===== src/include/asrc_pkg.sv =====
// package for the async static ram controller
// assumes a single 40 MHz core clock, no bus-reachable registers
package asrc_pkg;
  // ----------------------------------------
  // geometry limits
  // ----------------------------------------
  localparam int ASRC_DEPTH_MIN = 16;
  localparam int ASRC_DEPTH_MAX = 512;
  localparam int ASRC_DEPTH_STEP = 16;
  localparam int ASRC_WIDTH_MIN = 1;
  localparam int ASRC_WIDTH_MAX = 64;
  localparam int ASRC_BITS_MAX = 32768;
  // ----------------------------------------
  // timing
  // ----------------------------------------
  localparam int ASRC_CLK_PERIOD_PS = 25000;
  // strobe width and settle time, generous against the macro's access figures
  localparam int ASRC_STROBE_NS = 25;
  localparam int ASRC_ACCESS_NS = 50;
  localparam int ASRC_STROBE_CYC =
    (ASRC_STROBE_NS * 1000 + ASRC_CLK_PERIOD_PS - 1) / ASRC_CLK_PERIOD_PS;
  localparam int ASRC_ACCESS_CYC =
    (ASRC_ACCESS_NS * 1000 + ASRC_CLK_PERIOD_PS - 1) / ASRC_CLK_PERIOD_PS;
  // ----------------------------------------
  // modes and states
  // ----------------------------------------
  typedef enum logic [1:0] {
    ASRC_WR_BY_RW = 2'b00,
    ASRC_WR_BY_CS = 2'b01
  } asrc_wmode_e;
  typedef enum logic [2:0] {
    ASRC_IDLE = 3'b000,
    ASRC_SETUP = 3'b001,
    ASRC_PULSE = 3'b010,
    ASRC_HOLD = 3'b011,
    ASRC_READ = 3'b100,
    ASRC_DONE = 3'b101
  } asrc_state_e;
endpackage : asrc_pkg


===== src/include/asrc_seq_if.sv =====
// request/answer bundle between controller and its timing sequencer
// assumes both ends run on core_clk
`timescale 1ns/10ps
interface asrc_seq_if;
  logic start;
  logic is_write;
  logic [1:0] wmode;
  logic strobe;
  logic cs_level;
  logic rw_level;
  logic sample;
  logic busy;
  modport ctrl (output start, output is_write, output wmode, input strobe,
    input cs_level, input rw_level, input sample, input busy);
  modport seq (input start, input is_write, input wmode, output strobe,
    output cs_level, output rw_level, output sample, output busy);
endinterface : asrc_seq_if


===== src/logic/asrc_seq.sv =====
// strobe sequencer: shapes setup, write pulse, hold and read settle
// assumes requests only while busy is low
`timescale 1ns/10ps
module asrc_seq
  import asrc_pkg::*;
(
  input wire logic core_clk,
  input wire logic rst,
  asrc_seq_if.seq sq
);
  asrc_state_e state;
  logic [7:0] cnt;
  logic wr;
  logic [1:0] wm;

  // ----------------------------------------
  // sequence
  // ----------------------------------------
  always_ff @(posedge core_clk) begin
    if (rst) begin
      state <= ASRC_IDLE;
      cnt <= 8'h00;
      wr <= 1'b0;
      wm <= 2'h0;
    end else begin
      case (state)
        ASRC_IDLE: begin
          if (sq.start) begin
            wr <= sq.is_write;
            wm <= sq.wmode;
            state <= sq.is_write ? ASRC_SETUP : ASRC_READ;
            cnt <= 8'(ASRC_ACCESS_CYC);
          end
        end
        ASRC_SETUP: begin
          state <= ASRC_PULSE;
          cnt <= 8'(ASRC_STROBE_CYC);
        end
        ASRC_PULSE: begin
          if (cnt <= 8'h01) begin
            state <= ASRC_HOLD;
          end else begin
            cnt <= cnt - 8'h01;
          end
        end
        ASRC_HOLD: state <= ASRC_DONE;
        ASRC_READ: begin
          if (cnt <= 8'h01) begin
            state <= ASRC_DONE;
          end else begin
            cnt <= cnt - 8'h01;
          end
        end
        ASRC_DONE: state <= ASRC_IDLE;
        default: state <= ASRC_IDLE;
      endcase
    end
  end

  // ----------------------------------------
  // pin levels
  // ----------------------------------------
  always_comb begin
    sq.strobe = (state == ASRC_PULSE);
    sq.busy = (state != ASRC_IDLE);
    sq.sample = (state == ASRC_READ) && (cnt <= 8'h01);
    if (!wr || state == ASRC_IDLE) begin
      // read: cs and rw both high while settling
      sq.cs_level = (state == ASRC_READ);
      sq.rw_level = 1'b1;
    end else if (wm == 2'(ASRC_WR_BY_CS)) begin
      // rw held low, cs carries the pulse
      sq.cs_level = (state == ASRC_PULSE);
      sq.rw_level = 1'b0;
    end else begin
      // cs held high, rw carries a low pulse
      sq.cs_level = 1'b1;
      sq.rw_level = (state != ASRC_PULSE);
    end
  end
endmodule : asrc_seq


===== src/logic/asrc_ctrl.sv =====
// controller driving an async static ram macro, single or dual port
// assumes the macro sits on chip; its output is sampled through three flops
`timescale 1ns/10ps
// ----------------------------------------
// Overview of operation
// [RL1] depth 16 to 512 words in steps of 16
// [RL2] word width 1 to 64 bits
// [RL3] one macro holds at most 32 K bits
// [RL4] larger memories are built by combining several macros
// [RL5] single port: one shared address, data in and data out
// [RL6] dual port: separate read and store addresses
// [RL7] chip select active high
// [RL8] single port rw high reads, low writes
// [RL9] bit 0 is least significant on every bus
// [RL10] single port with chip select low waits, output undefined
// [RL11] single port read: cs and rw high, stable address
// [RL12] write by holding cs high and pulsing rw low
// [RL13] write by holding rw low and pulsing cs high
// [RL14] data latched on trailing edge of the write pulse
// [RL15] dual port read and store enables active high
// [RL16] dual port read: cs and read enable high, stable read address
// [RL17] dual port write: cs high, pulse store enable high
// [RL18] dual port write: store enable high, pulse cs high
// [RL19] concurrent read and write never to the same address
// [RL20] read access time holds only for completed writes
// [RL21] dual port waits when cs low or both enables low
// [RL22] same-address concurrent access reads unknown
// ----------------------------------------
module asrc_ctrl
  import asrc_pkg::*;
#(
  parameter int DEPTH = 512,
  parameter int WIDTH = 64,
  parameter bit DUAL = 1'b0
)(
  input wire logic core_clk,
  input wire logic rst,
  input wire logic req_valid,
  input wire logic req_write,
  input wire logic req_by_cs,
  input wire logic [$clog2(DEPTH)-1:0] req_addr,
  input wire logic [WIDTH-1:0] req_wdata,
  output logic req_ready,
  output logic rsp_valid,
  output logic [WIDTH-1:0] rsp_rdata,
  output logic ram_cs,
  output logic ram_rw,
  output logic ram_rd_en,
  output logic ram_st_en,
  output logic [$clog2(DEPTH)-1:0] shared_address,
  output logic [$clog2(DEPTH)-1:0] read_address,
  output logic [$clog2(DEPTH)-1:0] store_address,
  output logic [WIDTH-1:0] data_in_bus,
  input wire logic [WIDTH-1:0] data_out_bus
);
  localparam int AW = $clog2(DEPTH);

  // ----------------------------------------
  // geometry checks at elaboration
  // ----------------------------------------
  if (DEPTH < ASRC_DEPTH_MIN || DEPTH > ASRC_DEPTH_MAX || DEPTH % ASRC_DEPTH_STEP != 0) begin
    $error("depth out of range"); // [RL1]
  end
  if (WIDTH < ASRC_WIDTH_MIN || WIDTH > ASRC_WIDTH_MAX) begin
    $error("width out of range"); // [RL2]
  end
  if (DEPTH * WIDTH > ASRC_BITS_MAX) begin
    // wider or deeper memories need several macros side by side
    $error("macro capacity exceeded"); // [RL3] [RL4]
  end

  asrc_seq_if sq ();
  asrc_seq u_seq (
    .core_clk(core_clk),
    .rst(rst),
    .sq(sq)
  );

  logic pend;
  logic pend_wr;
  logic pend_cs;
  logic [AW-1:0] pend_addr;
  logic [WIDTH-1:0] pend_data;
  logic [WIDTH-1:0] sync1;
  logic [WIDTH-1:0] sync2;
  logic [WIDTH-1:0] sync3;
  logic [1:0] smp_pipe;

  // two late stages agreeing means the macro output has stopped moving
  function automatic logic data_settled(input logic [WIDTH-1:0] late,
    input logic [WIDTH-1:0] later);
    return late == later;
  endfunction : data_settled

  // ----------------------------------------
  // request capture
  // ----------------------------------------
  always_ff @(posedge core_clk) begin
    if (rst) begin
      pend <= 1'b0;
      pend_wr <= 1'b0;
      pend_cs <= 1'b0;
      pend_addr <= '0;
      pend_data <= '0;
    end else if (req_valid && req_ready) begin
      pend <= 1'b1;
      pend_wr <= req_write;
      pend_cs <= req_by_cs;
      pend_addr <= req_addr; // [RL9]
      pend_data <= req_wdata; // [RL9]
    end else begin
      pend <= 1'b0;
    end
  end

  always_comb begin
    sq.start = pend;
    sq.is_write = pend_wr;
    sq.wmode = pend_cs ? ASRC_WR_BY_CS : ASRC_WR_BY_RW;
  end

  // ----------------------------------------
  // request/answer handshake
  // ----------------------------------------
  // one access at a time so a read never overlaps an unfinished write
  always_ff @(posedge core_clk) begin
    if (rst) begin
      req_ready <= 1'b0;
    end else if (req_valid && req_ready) begin
      req_ready <= 1'b0; // [RL20] [RL19]
    end else begin
      req_ready <= !pend && !sq.busy && !(smp_pipe != 2'b00) && !rsp_valid;
    end
  end

  // ----------------------------------------
  // address and data pins, all from flops
  // ----------------------------------------
  // one request address feeds every address bus; the unused one just idles
  always_ff @(posedge core_clk) begin
    if (rst) begin
      shared_address <= '0;
      read_address <= '0;
      store_address <= '0;
      data_in_bus <= '0;
    end else begin
      shared_address <= pend_addr; // [RL5] [RL11]
      read_address <= pend_addr; // [RL6] [RL16]
      store_address <= pend_addr; // [RL6]
      data_in_bus <= pend_data; // [RL14]
    end
  end

  // ----------------------------------------
  // strobe pins, all from flops
  // ----------------------------------------
  always_ff @(posedge core_clk) begin
    if (rst) begin
      ram_cs <= 1'b0; // [RL10] [RL21]
      ram_rw <= 1'b1;
      ram_rd_en <= 1'b0;
      ram_st_en <= 1'b0;
    end else begin
      if (!DUAL) begin
        ram_cs <= sq.cs_level; // [RL7] [RL13]
        ram_rw <= sq.rw_level; // [RL8] [RL12]
        ram_rd_en <= 1'b0;
        ram_st_en <= 1'b0;
      end else if (sq.busy && sq.is_write && pend_cs) begin
        ram_cs <= sq.strobe; // [RL18]
        ram_st_en <= 1'b1;
        ram_rd_en <= 1'b0;
        ram_rw <= 1'b1;
      end else begin
        ram_cs <= sq.busy; // [RL7] [RL21]
        ram_st_en <= sq.busy && sq.is_write && sq.strobe; // [RL15] [RL17]
        ram_rd_en <= sq.busy && !sq.is_write; // [RL15] [RL16]
        ram_rw <= 1'b1;
      end
    end
  end

  // ----------------------------------------
  // read data capture
  // ----------------------------------------
  // macro output is asynchronous; three stages, accept once last two agree
  always_ff @(posedge core_clk) begin
    if (rst) begin
      sync1 <= '0;
      sync2 <= '0;
      sync3 <= '0;
    end else begin
      sync1 <= data_out_bus;
      sync2 <= sync1;
      sync3 <= sync2;
    end
  end

  always_ff @(posedge core_clk) begin
    if (rst) begin
      smp_pipe <= 2'b00;
    end else if (sq.sample) begin
      smp_pipe <= 2'b01;
    end else if (smp_pipe == 2'b01 || (smp_pipe == 2'b10 && !data_settled(sync2, sync3))) begin
      // hold the answer back while the late stages still disagree
      smp_pipe <= 2'b10;
    end else begin
      smp_pipe <= 2'b00;
    end
  end

  always_ff @(posedge core_clk) begin
    if (rst) begin
      rsp_valid <= 1'b0;
      rsp_rdata <= '0;
    end else if (smp_pipe == 2'b10 && data_settled(sync2, sync3)) begin
      rsp_valid <= 1'b1;
      rsp_rdata <= sync3; // [RL11] [RL16]
    end else begin
      rsp_valid <= 1'b0;
    end
  end
endmodule : asrc_ctrl


===== config.mk =====
export PLATFORM = sky130hd
export DESIGN_NAME = asrc_ctrl
export DESIGN_NICKNAME = d
export VERILOG_FILES = /design/src/include/asrc_pkg.sv /design/src/include/asrc_seq_if.sv /design/src/logic/asrc_seq.sv /design/src/logic/asrc_ctrl.sv
export SDC_FILE = /design/constraint.sdc
export NUM_CORES = 1
export LEC_CHECK = 0
export ABC_AREA = 1
export BUFFER_PORTS_ARGS = -buffer_cell sky130_fd_sc_hd__buf_2
export CAP_MARGIN = 20
export CELL_PAD_IN_SITES_DETAIL_PLACEMENT = 1
export CELL_PAD_IN_SITES_GLOBAL_PLACEMENT = 2
export CORE_ASPECT_RATIO = 1.4
export CORE_UTILIZATION = 33
export DETAILED_ROUTE_END_ITERATION = 7
export GPL_ROUTABILITY_DRIVEN = 0
export PLACE_DENSITY = 0.95
export SLEW_MARGIN = 15
export SYNTH_ARGS = -nofsm -noshare
export SYNTH_HDL_FRONTEND = slang
export SYNTH_SLANG_ARGS = --single-unit

===== constraint.sdc =====
create_clock -name core_clk -period 3.1 [get_ports core_clk]
set_clock_uncertainty 0.1 [all_clocks]
set_input_delay 0.62 -clock core_clk [delete_from_list [all_inputs] [get_ports core_clk]]
set_output_delay 0.62 -clock core_clk [all_outputs]
set_load 0.005 [all_outputs]

## Yosys cells after proc, flatten, opt, wreduce, memory -nomap -nowiden

Index checks and enable logic that the tools add are counted.

- Output and inout port bits: 161
- Logic and storage cells: 78
- Register bits after elaboration: 425

- Add/subtract/negate cells: 1
- Equal/unequal tests: 13
- Order comparisons: 1
- Muxes and demuxes: 16
- Reduce and logical (&&, ||, !) cells: 26

Operators with widths:

| operator | number |
|---|---|
| 64-bit == test | 1 |
| 8-bit case mux with 3 select lines | 1 |
| 8-bit 2-to-1 mux | 2 |
| 3-bit case mux with 5 select lines | 1 |
| 3-bit 2-to-1 mux | 4 |
| 8-bit by 1-bit less-or-equal comparator with 1-bit output, second input constant | 1 |
| 2-bit OR reduction | 4 |
| 8-bit by 1-bit subtractor with 8-bit output, second input constant | 1 |
| 1-bit logical AND | 7 |
| 1-bit 2-to-1 mux | 7 |
| 3-bit by 2-bit == test with 1-bit output, second input constant | 2 |
| 1-bit zero test | 6 |
| 3-bit AND reduction | 2 |
| 3-bit nonzero test | 2 |
| 2-bit by 1-bit == test with 1-bit output, second input constant | 2 |
| 2-bit by 1-bit inequality test with 1-bit output, second input constant | 2 |
| 2-bit inequality test, second input constant | 2 |
| 3-bit by 1-bit == test with 1-bit output, second input constant | 1 |
| 3-bit == test, second input constant | 1 |
| 3-bit zero test | 1 |
| 3-bit by 2-bit inequality test with 1-bit output, second input constant | 1 |
| 2-bit == test, second input constant | 1 |
| 1-bit logical OR | 2 |
| 2-bit 2-to-1 mux | 1 |
| other kinds (2) | 2 |

## Logic depth before layout (Yosys ltp)

Gate-level depths: netlist of the first run.

- Depth after elaboration: 6
- Depth in mapped cells: 14
- Mapped depth without buffers: 13

## Modules after synthesis

Synthesis of the first run repeated with hierarchy kept, for this count alone.

- Cells, all modules: 2001
- Area total of the unflattened synthesis: 15130.8 µm²

Modules (own cells, without submodules):

| module | cells an instance | instances | area an instance (µm²) |
|---|---|---|---|
| asrc_ctrl | 1864 | 1 | 14207.4 |
| asrc_seq | 137 | 1 | 923.4 |

## Least setup slack after synthesis of the first run

OpenSTA, ideal clock, no wires.

- Path kind: input to register
- Start: input port req_valid
- End: register pend_addr[0]
- Setup slack: 1.378 ns
- Setup time: 0.074 ns
- Arrival: 1.548 ns
- Required time: 2.926 ns
- Cell stages on the path: 6
- Path through: nand2_1 > nor2_1 > clkbuf_1 > buf_1 > nand2_1 > o21ai_0

- Cells in the longest elaborated chain, start to end: 1

Ends and longest elaborated chain:

| element | line | RTL |
|---|---|---|
| start: declaration | asrc_ctrl.sv:38 | `input wire logic req_valid,` |
| 1-bit logical AND | asrc_ctrl.sv:105 | `end else if (req_valid && req_ready) begin` |
| end signal: assignment | asrc_ctrl.sv:109 | `pend_addr <= req_addr;` |
| end: declaration | asrc_ctrl.sv:82 | `logic [AW-1:0] pend_addr;` |

Every way passes these cells.
A chain may end at the register's enable or synchronous reset.

## Worst setup path after layout of the first run

- Start: register sync3[25]
- End: register rsp_rdata[29]

- Cells in the longest elaborated chain, start to end: 2

Ends and longest elaborated chain:

| element | line | RTL |
|---|---|---|
| start: declaration | asrc_ctrl.sv:86 | `logic [WIDTH-1:0] sync3;` |
| start signal: assignment | asrc_ctrl.sv:195 | `sync3 <= sync2;` |
| 64-bit == test | asrc_ctrl.sv:92 | `return late == later;` |
| 1-bit logical AND | asrc_ctrl.sv:216 | `end else if (smp_pipe == 2'b10 && data_settled(sync2, sync3)) begin` |
| end signal: assignment | asrc_ctrl.sv:218 | `rsp_rdata <= sync3;` |
| end: declaration | asrc_ctrl.sv:45 | `output logic [WIDTH-1:0] rsp_rdata,` |

Every way passes these cells.

==> results of run 1 <==
-- critical path: cells and delay by family (launching register included) --
family | cells | cell delay [ns]
buf+inv | 2 | 0.69
flops | 1 | 0.34
simple gates | 10 | 1.20
-- through the flow --
stage               worst slack (ns)  hold slack, ns
finish                         0.627           0.174
floorplan                       1.38           0.288
detailed placement             0.633           0.298
global route                   0.418           0.158
global placement               0.730           0.293
CTS                            0.554           0.141
-- power by group --
group          internal (mW)  switching [mW]  leakage [nW]
clock network           3.06            2.14         0.705
logic                  0.460           0.882          4.81
registers               5.83           0.163          3.46
total                   9.35            3.18          8.97
-- registers in the layout, indices dropped and copies added (netlist names) --
| name | count |
|---|---|
| u_seq.wm | 1 |
| u_seq.state | 3 |
| sync1 | 64 |
| sync3 | 64 |
| pend | 1 |
| u_seq.cnt | 8 |
| rsp_valid | 1 |
| pend_addr | 9 |
| pend_cs | 1 |
| ram_cs | 1 |
| pend_wr | 1 |
| smp_pipe | 2 |
| pend_data | 64 |
| data_in_bus | 64 |
| req_ready | 1 |
| ram_rw | 1 |
| u_seq.wr | 1 |
| sync2 | 64 |
| rsp_rdata | 64 |
| store_address | 9 |
-- area by class of cell --
cell class / count / share of cell area, %
Sequential cell: 424 / 46.6
Multi-Input combinational cell: 968 / 22.8
Inverter: 478 / 9.84
Timing Repair Buffer: 315 / 9.18
Clock buffer: 64 / 7.12
Tap cell: 558 / 3.83
Clock inverter: 13 / 0.686
Antenna cell: 2 / 0.0274
-- cells in the mapped netlist, types with 3 or more instances --
library cell,count,area share (%)
a211oi_1,3,0.15
a21oi_1,14,0.47
buf_1,7,0.18
buf_2,13,0.44
buf_4,20,1.0
buf_6,5,0.38
clkbuf_1,56,1.4
dfxtp_1,424,57
inv_1,467,12
inv_2,11,0.28
nand2_1,369,9.3
nand3_1,5,0.17
nand4_1,64,2.7
nor2_1,391,9.9
nor3_1,3,0.10
o21ai_0,83,2.8
xor2_1,26,1.5
-- worst max path at each step --
stage                    endpoint      start
floorplan            pend_addr[0]  req_valid
global placement    rsp_rdata[18]  sync3[29]
detailed placement  rsp_rdata[29]  sync3[25]
CTS                 rsp_rdata[29]  sync3[25]
global route        rsp_rdata[29]  sync3[25]
finish              rsp_rdata[29]  sync3[25]
-- cells by family (layout without fill, tap and decap cells) --
group / Yosys count / count (layout) / synth area share [%]
AO/OA/AOI/OAI: 103 / 103 / 3.56
other: 1 / 4 / 0.0252
XOR/XNOR: 26 / 26 / 1.53
flip-flops: 424 / 424 / 57.0
buffers and inverters: 579 / 870 / 15.5
AND/OR/NAND/NOR: 835 / 835 / 22.3
adder cells (fa/ha/maj): 2 / 2 / 0.168
-- layer usage --
metal | wire length, um | GRT usage (%)
met2 | 20200 | 33.3
met1 | 14900 | 17.5
met5 | 69 | 0
met3 | 2450 | 4.67
met4 | 1320 | 7.07
==> metrics, run 1 <==
Mapped Area=14900 um^2; Hold Violations, Final=0; data required time of the critical path=3.43 ns; post-synthesis sequential area ratio=57.0%; Post-synth EDFFs=0; Die W=182 um; placed wire-length estimate=26.7 mm; DRT Pass-1 Iters=4; commonest non-fill, non-tap cell in the layout=inv_1; Synth async-reset ratio=0%; GRT Total Usage=17.3%; Yosys cell types=24; CTS Buf Count=43; DR vias=12246; Seq. cell area=8490 um^2; Max stage delay on crit path=0.62 ns; crit path DAT=2.80 ns; Startpoint Class=flop; Max Fclk=0.404 GHz; CP max FO=65; first-pass GRT wire length=64.4 mm; Die Y=253 um; final net count=2374; worst vdd ir=450 uV; flop2flop setup slack=0.63 ns; routed length per instance=13.8 um; final WL=38.9 mm; row count=91; HP Class=in2reg; post-placement cell area=16800 um^2; largest net degree at the start of global routing=177; share of layout cells above drive strength 1=17.7%; Max Root-Sink Buffers=3; area delta synth->final=22.4%; Max Slew Vio Count=0; cell count after synthesis=1970; post-route ant nets=0; area of the multi-input gates=4150 um^2; Leak Pwr=8.97 nW; worst-case reg-to-reg path depth=12; dpl cells=2743; Clock transition at path regs=0.06 ns; die area=46000 um^2; fin crit period=2.47 ns; number of gates resized after cts=0; measured slew at the worst slew-check pin=0.827 ns; period utilization=79.8%; fill count=5485; Max Cap Viol=0; status=complete, no violations; Clock Root Buffer=clkbuf_16; Setup crit end kind=flop; RSZ-0062 raised after global routing=false; most frequent cells in the layout=inv_1 (467), dfxtp_1 (424), nor2_1 (387); Final Power=12.5 mW; Initial Util=33.6%; syn_area_per_cell=7.56 um^2; Vias/cell=4.34; max_slew headroom=44.8%; Top Ports=303; Port-buffer cells=300; post-CTS setup buffer count=0; FF-to-FF End=rsp_rdata[29]; initial antenna violation count=9; CP cell instances=inv_1, nand2_1, nand2_1, nor2_1, nand2_1, nor2_1, nand2_1, nor2_4, buf_4, nand4_1, nand2_1, nor2_1; core footprint=44300 um^2; Hold Path Origin=req_wdata[25]; total gr overflow=0; Yosys reg bits=424; Ys Warns=0; top_reg_cell synth=dfxtp_1; critical path class=reg2reg; vias in the first global route=13317; Pwr per Cell Area=688 nW/um^2; Finish-stage setup viols=0; Clock Latency Late Sink=0.54 ns; Initial DRC Count=378; fin area=18200 um^2; fin util=41.2%; fin cells=2822; H-tree Lvls=2; Hold Path Depth=3; Hold Path Sink=pend_data[25]; Critical Path Slowest Stage Cell=buf_4; Worst R2R Start=sync3[25]; dominant cell type by count on the critical path=nand2_1; # DRC=0; final setup TNS=0 ns; # hold bufs at CTS=0; CTS tree=done; clk sink count=424
(Power assumes the default switching activity.)
==> run 2, diff against run 1 <==
--- a/config.mk
+++ b/config.mk
@@ -5,16 +5,16 @@
 export SDC_FILE = /design/constraint.sdc
 export NUM_CORES = 1
 export LEC_CHECK = 0
-export ABC_AREA = 1
+export ABC_AREA = 0
 export BUFFER_PORTS_ARGS = -buffer_cell sky130_fd_sc_hd__buf_2
 export CAP_MARGIN = 20
 export CELL_PAD_IN_SITES_DETAIL_PLACEMENT = 1
 export CELL_PAD_IN_SITES_GLOBAL_PLACEMENT = 2
 export CORE_ASPECT_RATIO = 1.4
-export CORE_UTILIZATION = 33
+export CORE_UTILIZATION = 34
 export DETAILED_ROUTE_END_ITERATION = 7
 export GPL_ROUTABILITY_DRIVEN = 0
-export PLACE_DENSITY = 0.95
+export PLACE_DENSITY = 0.89
 export SLEW_MARGIN = 15
 export SYNTH_ARGS = -nofsm -noshare
 export SYNTH_HDL_FRONTEND = slang
==> constraint.sdc (replaced) <==
create_clock -name core_clk -period 2.5 [get_ports core_clk]
set_clock_uncertainty 0.1 [all_clocks]
set_input_delay 0.5 -clock core_clk [delete_from_list [all_inputs] [get_ports core_clk]]
set_output_delay 0.5 -clock core_clk [all_outputs]
set_load 0.005 [all_outputs]
==> run 2 against run 1 <==
  * Via count is 25% lower
  * Global-route usage decreased by 0.25 points
  * Register-to-register slack got worse by 0.53 ns
  * Die area decreased by 9.0%
  * Largest cell class unchanged
  * Largest power group unchanged
==> metrics, run 2 <==
row count=87 (-4.4%); crit path DAT=2.78 ns (-0.02 ns); # DRC=0 (unchanged); Max Slew Vio Count=0 (unchanged); capture point of the worst path=rsp_rdata[60]; total gr overflow=0 (unchanged); vias in the first global route=10011 (-25%); # hold bufs at CTS=0 (unchanged); Setup crit end kind=flop; post-synthesis sequential area ratio=60.8% (+3.8 points); Leak Pwr=7.15 nW (-20%); Final Power=15.2 mW (+21%); Finish-stage setup viols=0 (unchanged); die area=41900 um^2 (-9.0%); GRT Total Usage=17.1% (-0.25 points); Die Y=242 um (-4.6%); final setup TNS=0 ns (unchanged); dpl cells=1981 (-28%); cell count after synthesis=1219 (-38%); DRT Pass-1 Iters=4 (unchanged); Hold Violations, Final=0 (unchanged); first-pass GRT wire length=55.9 mm (-13%); commonest non-fill, non-tap cell in the layout=dfxtp_1; RSZ-0062 raised after global routing=true; largest net degree at the start of global routing=142 (-20%); Vias/cell=4.45 (+2.5%); Startpoint Class=flop; Clock Root Buffer=clkbuf_16; slack of the critical path=0.0935 ns (-0.533 ns); max_slew headroom=58.7% (+14 points); Max stage delay on crit path=0.34 ns (-0.28 ns); DR vias=9169 (-25%); fin cells=2062 (-27%); dominant cell type by area after synthesis=dfxtp_1; dominant cell type by count on the critical path=nand4_1; syn_area_per_cell=11.4 um^2 (+51%); Top Ports=303 (unchanged); Yosys reg bits=424 (unchanged); CP cell instances=xnor2_2, nand4_1, nor4_1, nand4_1, nor2b_4, buf_12, mux2i_1; FF-to-FF End=rsp_rdata[60]; Critical Path Start=sync3[55]; Mapped Area=14000 um^2 (-6.3%); status=complete, no violations; flop2flop setup slack=0.09 ns (-0.53 ns); routed length per instance=17.3 um (+26%); CTS Buf Count=43 (unchanged); Worst R2R Start=sync3[55]; post-CTS setup buffer count=0 (unchanged); final WL=35.7 mm (-8.1%); Pwr per Cell Area=873 nW/um^2 (+27%); Max Cap Viol=0 (unchanged); share of layout cells above drive strength 1=26.5% (+8.9 points); critical path class=reg2reg; Hold Path Depth=2 (-1); Synth async-reset ratio=0% (unchanged); Initial Util=34.6% (+0.93 points); clk sink count=424 (unchanged); Max Fclk=0.416 GHz (+2.8%); Clock transition at path regs=0.06 ns (about the same); fill count=4410 (-20%); Synth top area share=60.8% (+3.8 points); HP Class=in2reg; main area contributors after synthesis=dfxtp_1 (61%), nor2b_1 (12%), nand2b_1 (5.9%); post-place setup slack=-0.244 ns (-0.878 ns); CTS tree=done; Initial DRC Count=448 (+19%); Max Root-Sink Buffers=3 (unchanged); area delta synth->final=24.9%; final net count=1637 (-31%); measured slew at the worst slew-check pin=0.618 ns (-0.209 ns); most frequent cells in the layout=dfxtp_1 (424), buf_2 (299), nor2b_1 (270); period utilization=96.3% (+16 points); CP max FO=27 (-58%); Post-synth EDFFs=0 (unchanged); Clock Latency Late Sink=0.55 ns (about the same); Die W=173 um (-4.6%); placed wire-length estimate=24.8 mm (-7.4%); fin crit period=2.41 ns (-0.0665 ns); top-count cell post-synth=dfxtp_1; Critical Path Slowest Stage Cell=dfxtp_1; post-route ant nets=0 (unchanged); worst-case reg-to-reg path depth=7 (-5); core footprint=40400 um^2 (-8.8%); worst vdd ir=685 uV (+52%); Ys Warns=0 (unchanged); Yosys cell types=39 (+63%); H-tree Lvls=2 (unchanged); initial antenna violation count=8 (-1); data required time of the critical path=2.87 ns (-0.56 ns); top_reg_cell synth=dfxtp_1; Port-buffer cells=300 (unchanged); fin util=43.2% (+2.0 points); list of most frequent post-synthesis cells=dfxtp_1 (424), nor2b_1 (271), nand2b_1 (132)
==> run 2: cell families after synthesis <==
logic type / synth area share [%]
multiplexers: 4.73
buffers and inverters: 3.36
AND/OR/NAND/NOR: 20.7
other: 0.0269
XOR/XNOR: 4.46
adder cells (fa/ha/maj): 0.179
flip-flops: 60.8
AO/OA/AOI/OAI: 5.69
==> run 2: critical path: cells and delay by family, from the launching register on <==
family	cells	cell delay (ns)
and+or+nand+nor	4	1.09
muxes	1	0.22
xor gates and xnor gates	1	0.28
DFF	1	0.34
buffers and inverters	1	0.27
==> run 2: metrics by stage <==
stage / instance area [um^2] / hold slack (ns)
2_1_floorplan: 14000 / 0.310
5_1_grt: 17400 / 0.0371
3_3_place_gp: 15900 / 0.321
3_5_place_dp: 15900 / 0.325
6_report: 17400 / 0.0634
4_1_cts: 17400 / 0.0307
==> run 2: final cells by class <==
cell class	instances	area [um^2]	share of cell area [%]
Sequential cell	424	8490	48.7
Clock inverter	13	131	0.753
Inverter	2	7.51	0.0431
Multi-Input combinational cell	703	5100	29.2
Tap cell	534	668	3.83
Clock buffer	65	1280	7.34
Antenna cell	2	5.00	0.0287
Timing Repair Buffer	319	1760	10.1
==> run 2: per-layer routing <==
layer | track usage [%] | wire, um | up-vias
met1 | 18.3 | 13800 | 4361
met4 | 5.54 | 888 | 10
li1 | - | - | 4470
met5 | 0 | 71 | -
met3 | 5.57 | 2560 | 63
met2 | 31.4 | 18400 | 265
==> run 2: report_power, final <==
group | switching (mW) | internal [mW] | leakage [nW] | total [mW]
clock | 2.68 | 3.67 | 0.697 | 6.36
combinational | 0.747 | 0.716 | 2.99 | 1.46
sequential | 0.234 | 7.16 | 3.46 | 7.40
total | 3.66 | 11.6 | 7.15 | 15.2
==> run 2: repair_timing <==
item	in CTS	in global routing
pin swaps	0	2
gates cloned	0	1
endpoints found under the setup margin	65	30
gates resized for setup	8	1
==> run 2: worst min-delay path by stage <==
stage | end | slack [ns] | startpoint
after floorplan | ram_rw | 0.31 | u_seq.wr
after global placement | sync2[60] | 0.32 | sync1[60]
after detailed placement | sync2[49] | 0.33 | sync1[49]
after CTS | sync1[55] | 0.03 | data_out_bus[55]
after global routing | pend_data[56] | 0.04 | req_wdata[56]
final | sync1[59] | 0.06 | data_out_bus[59]
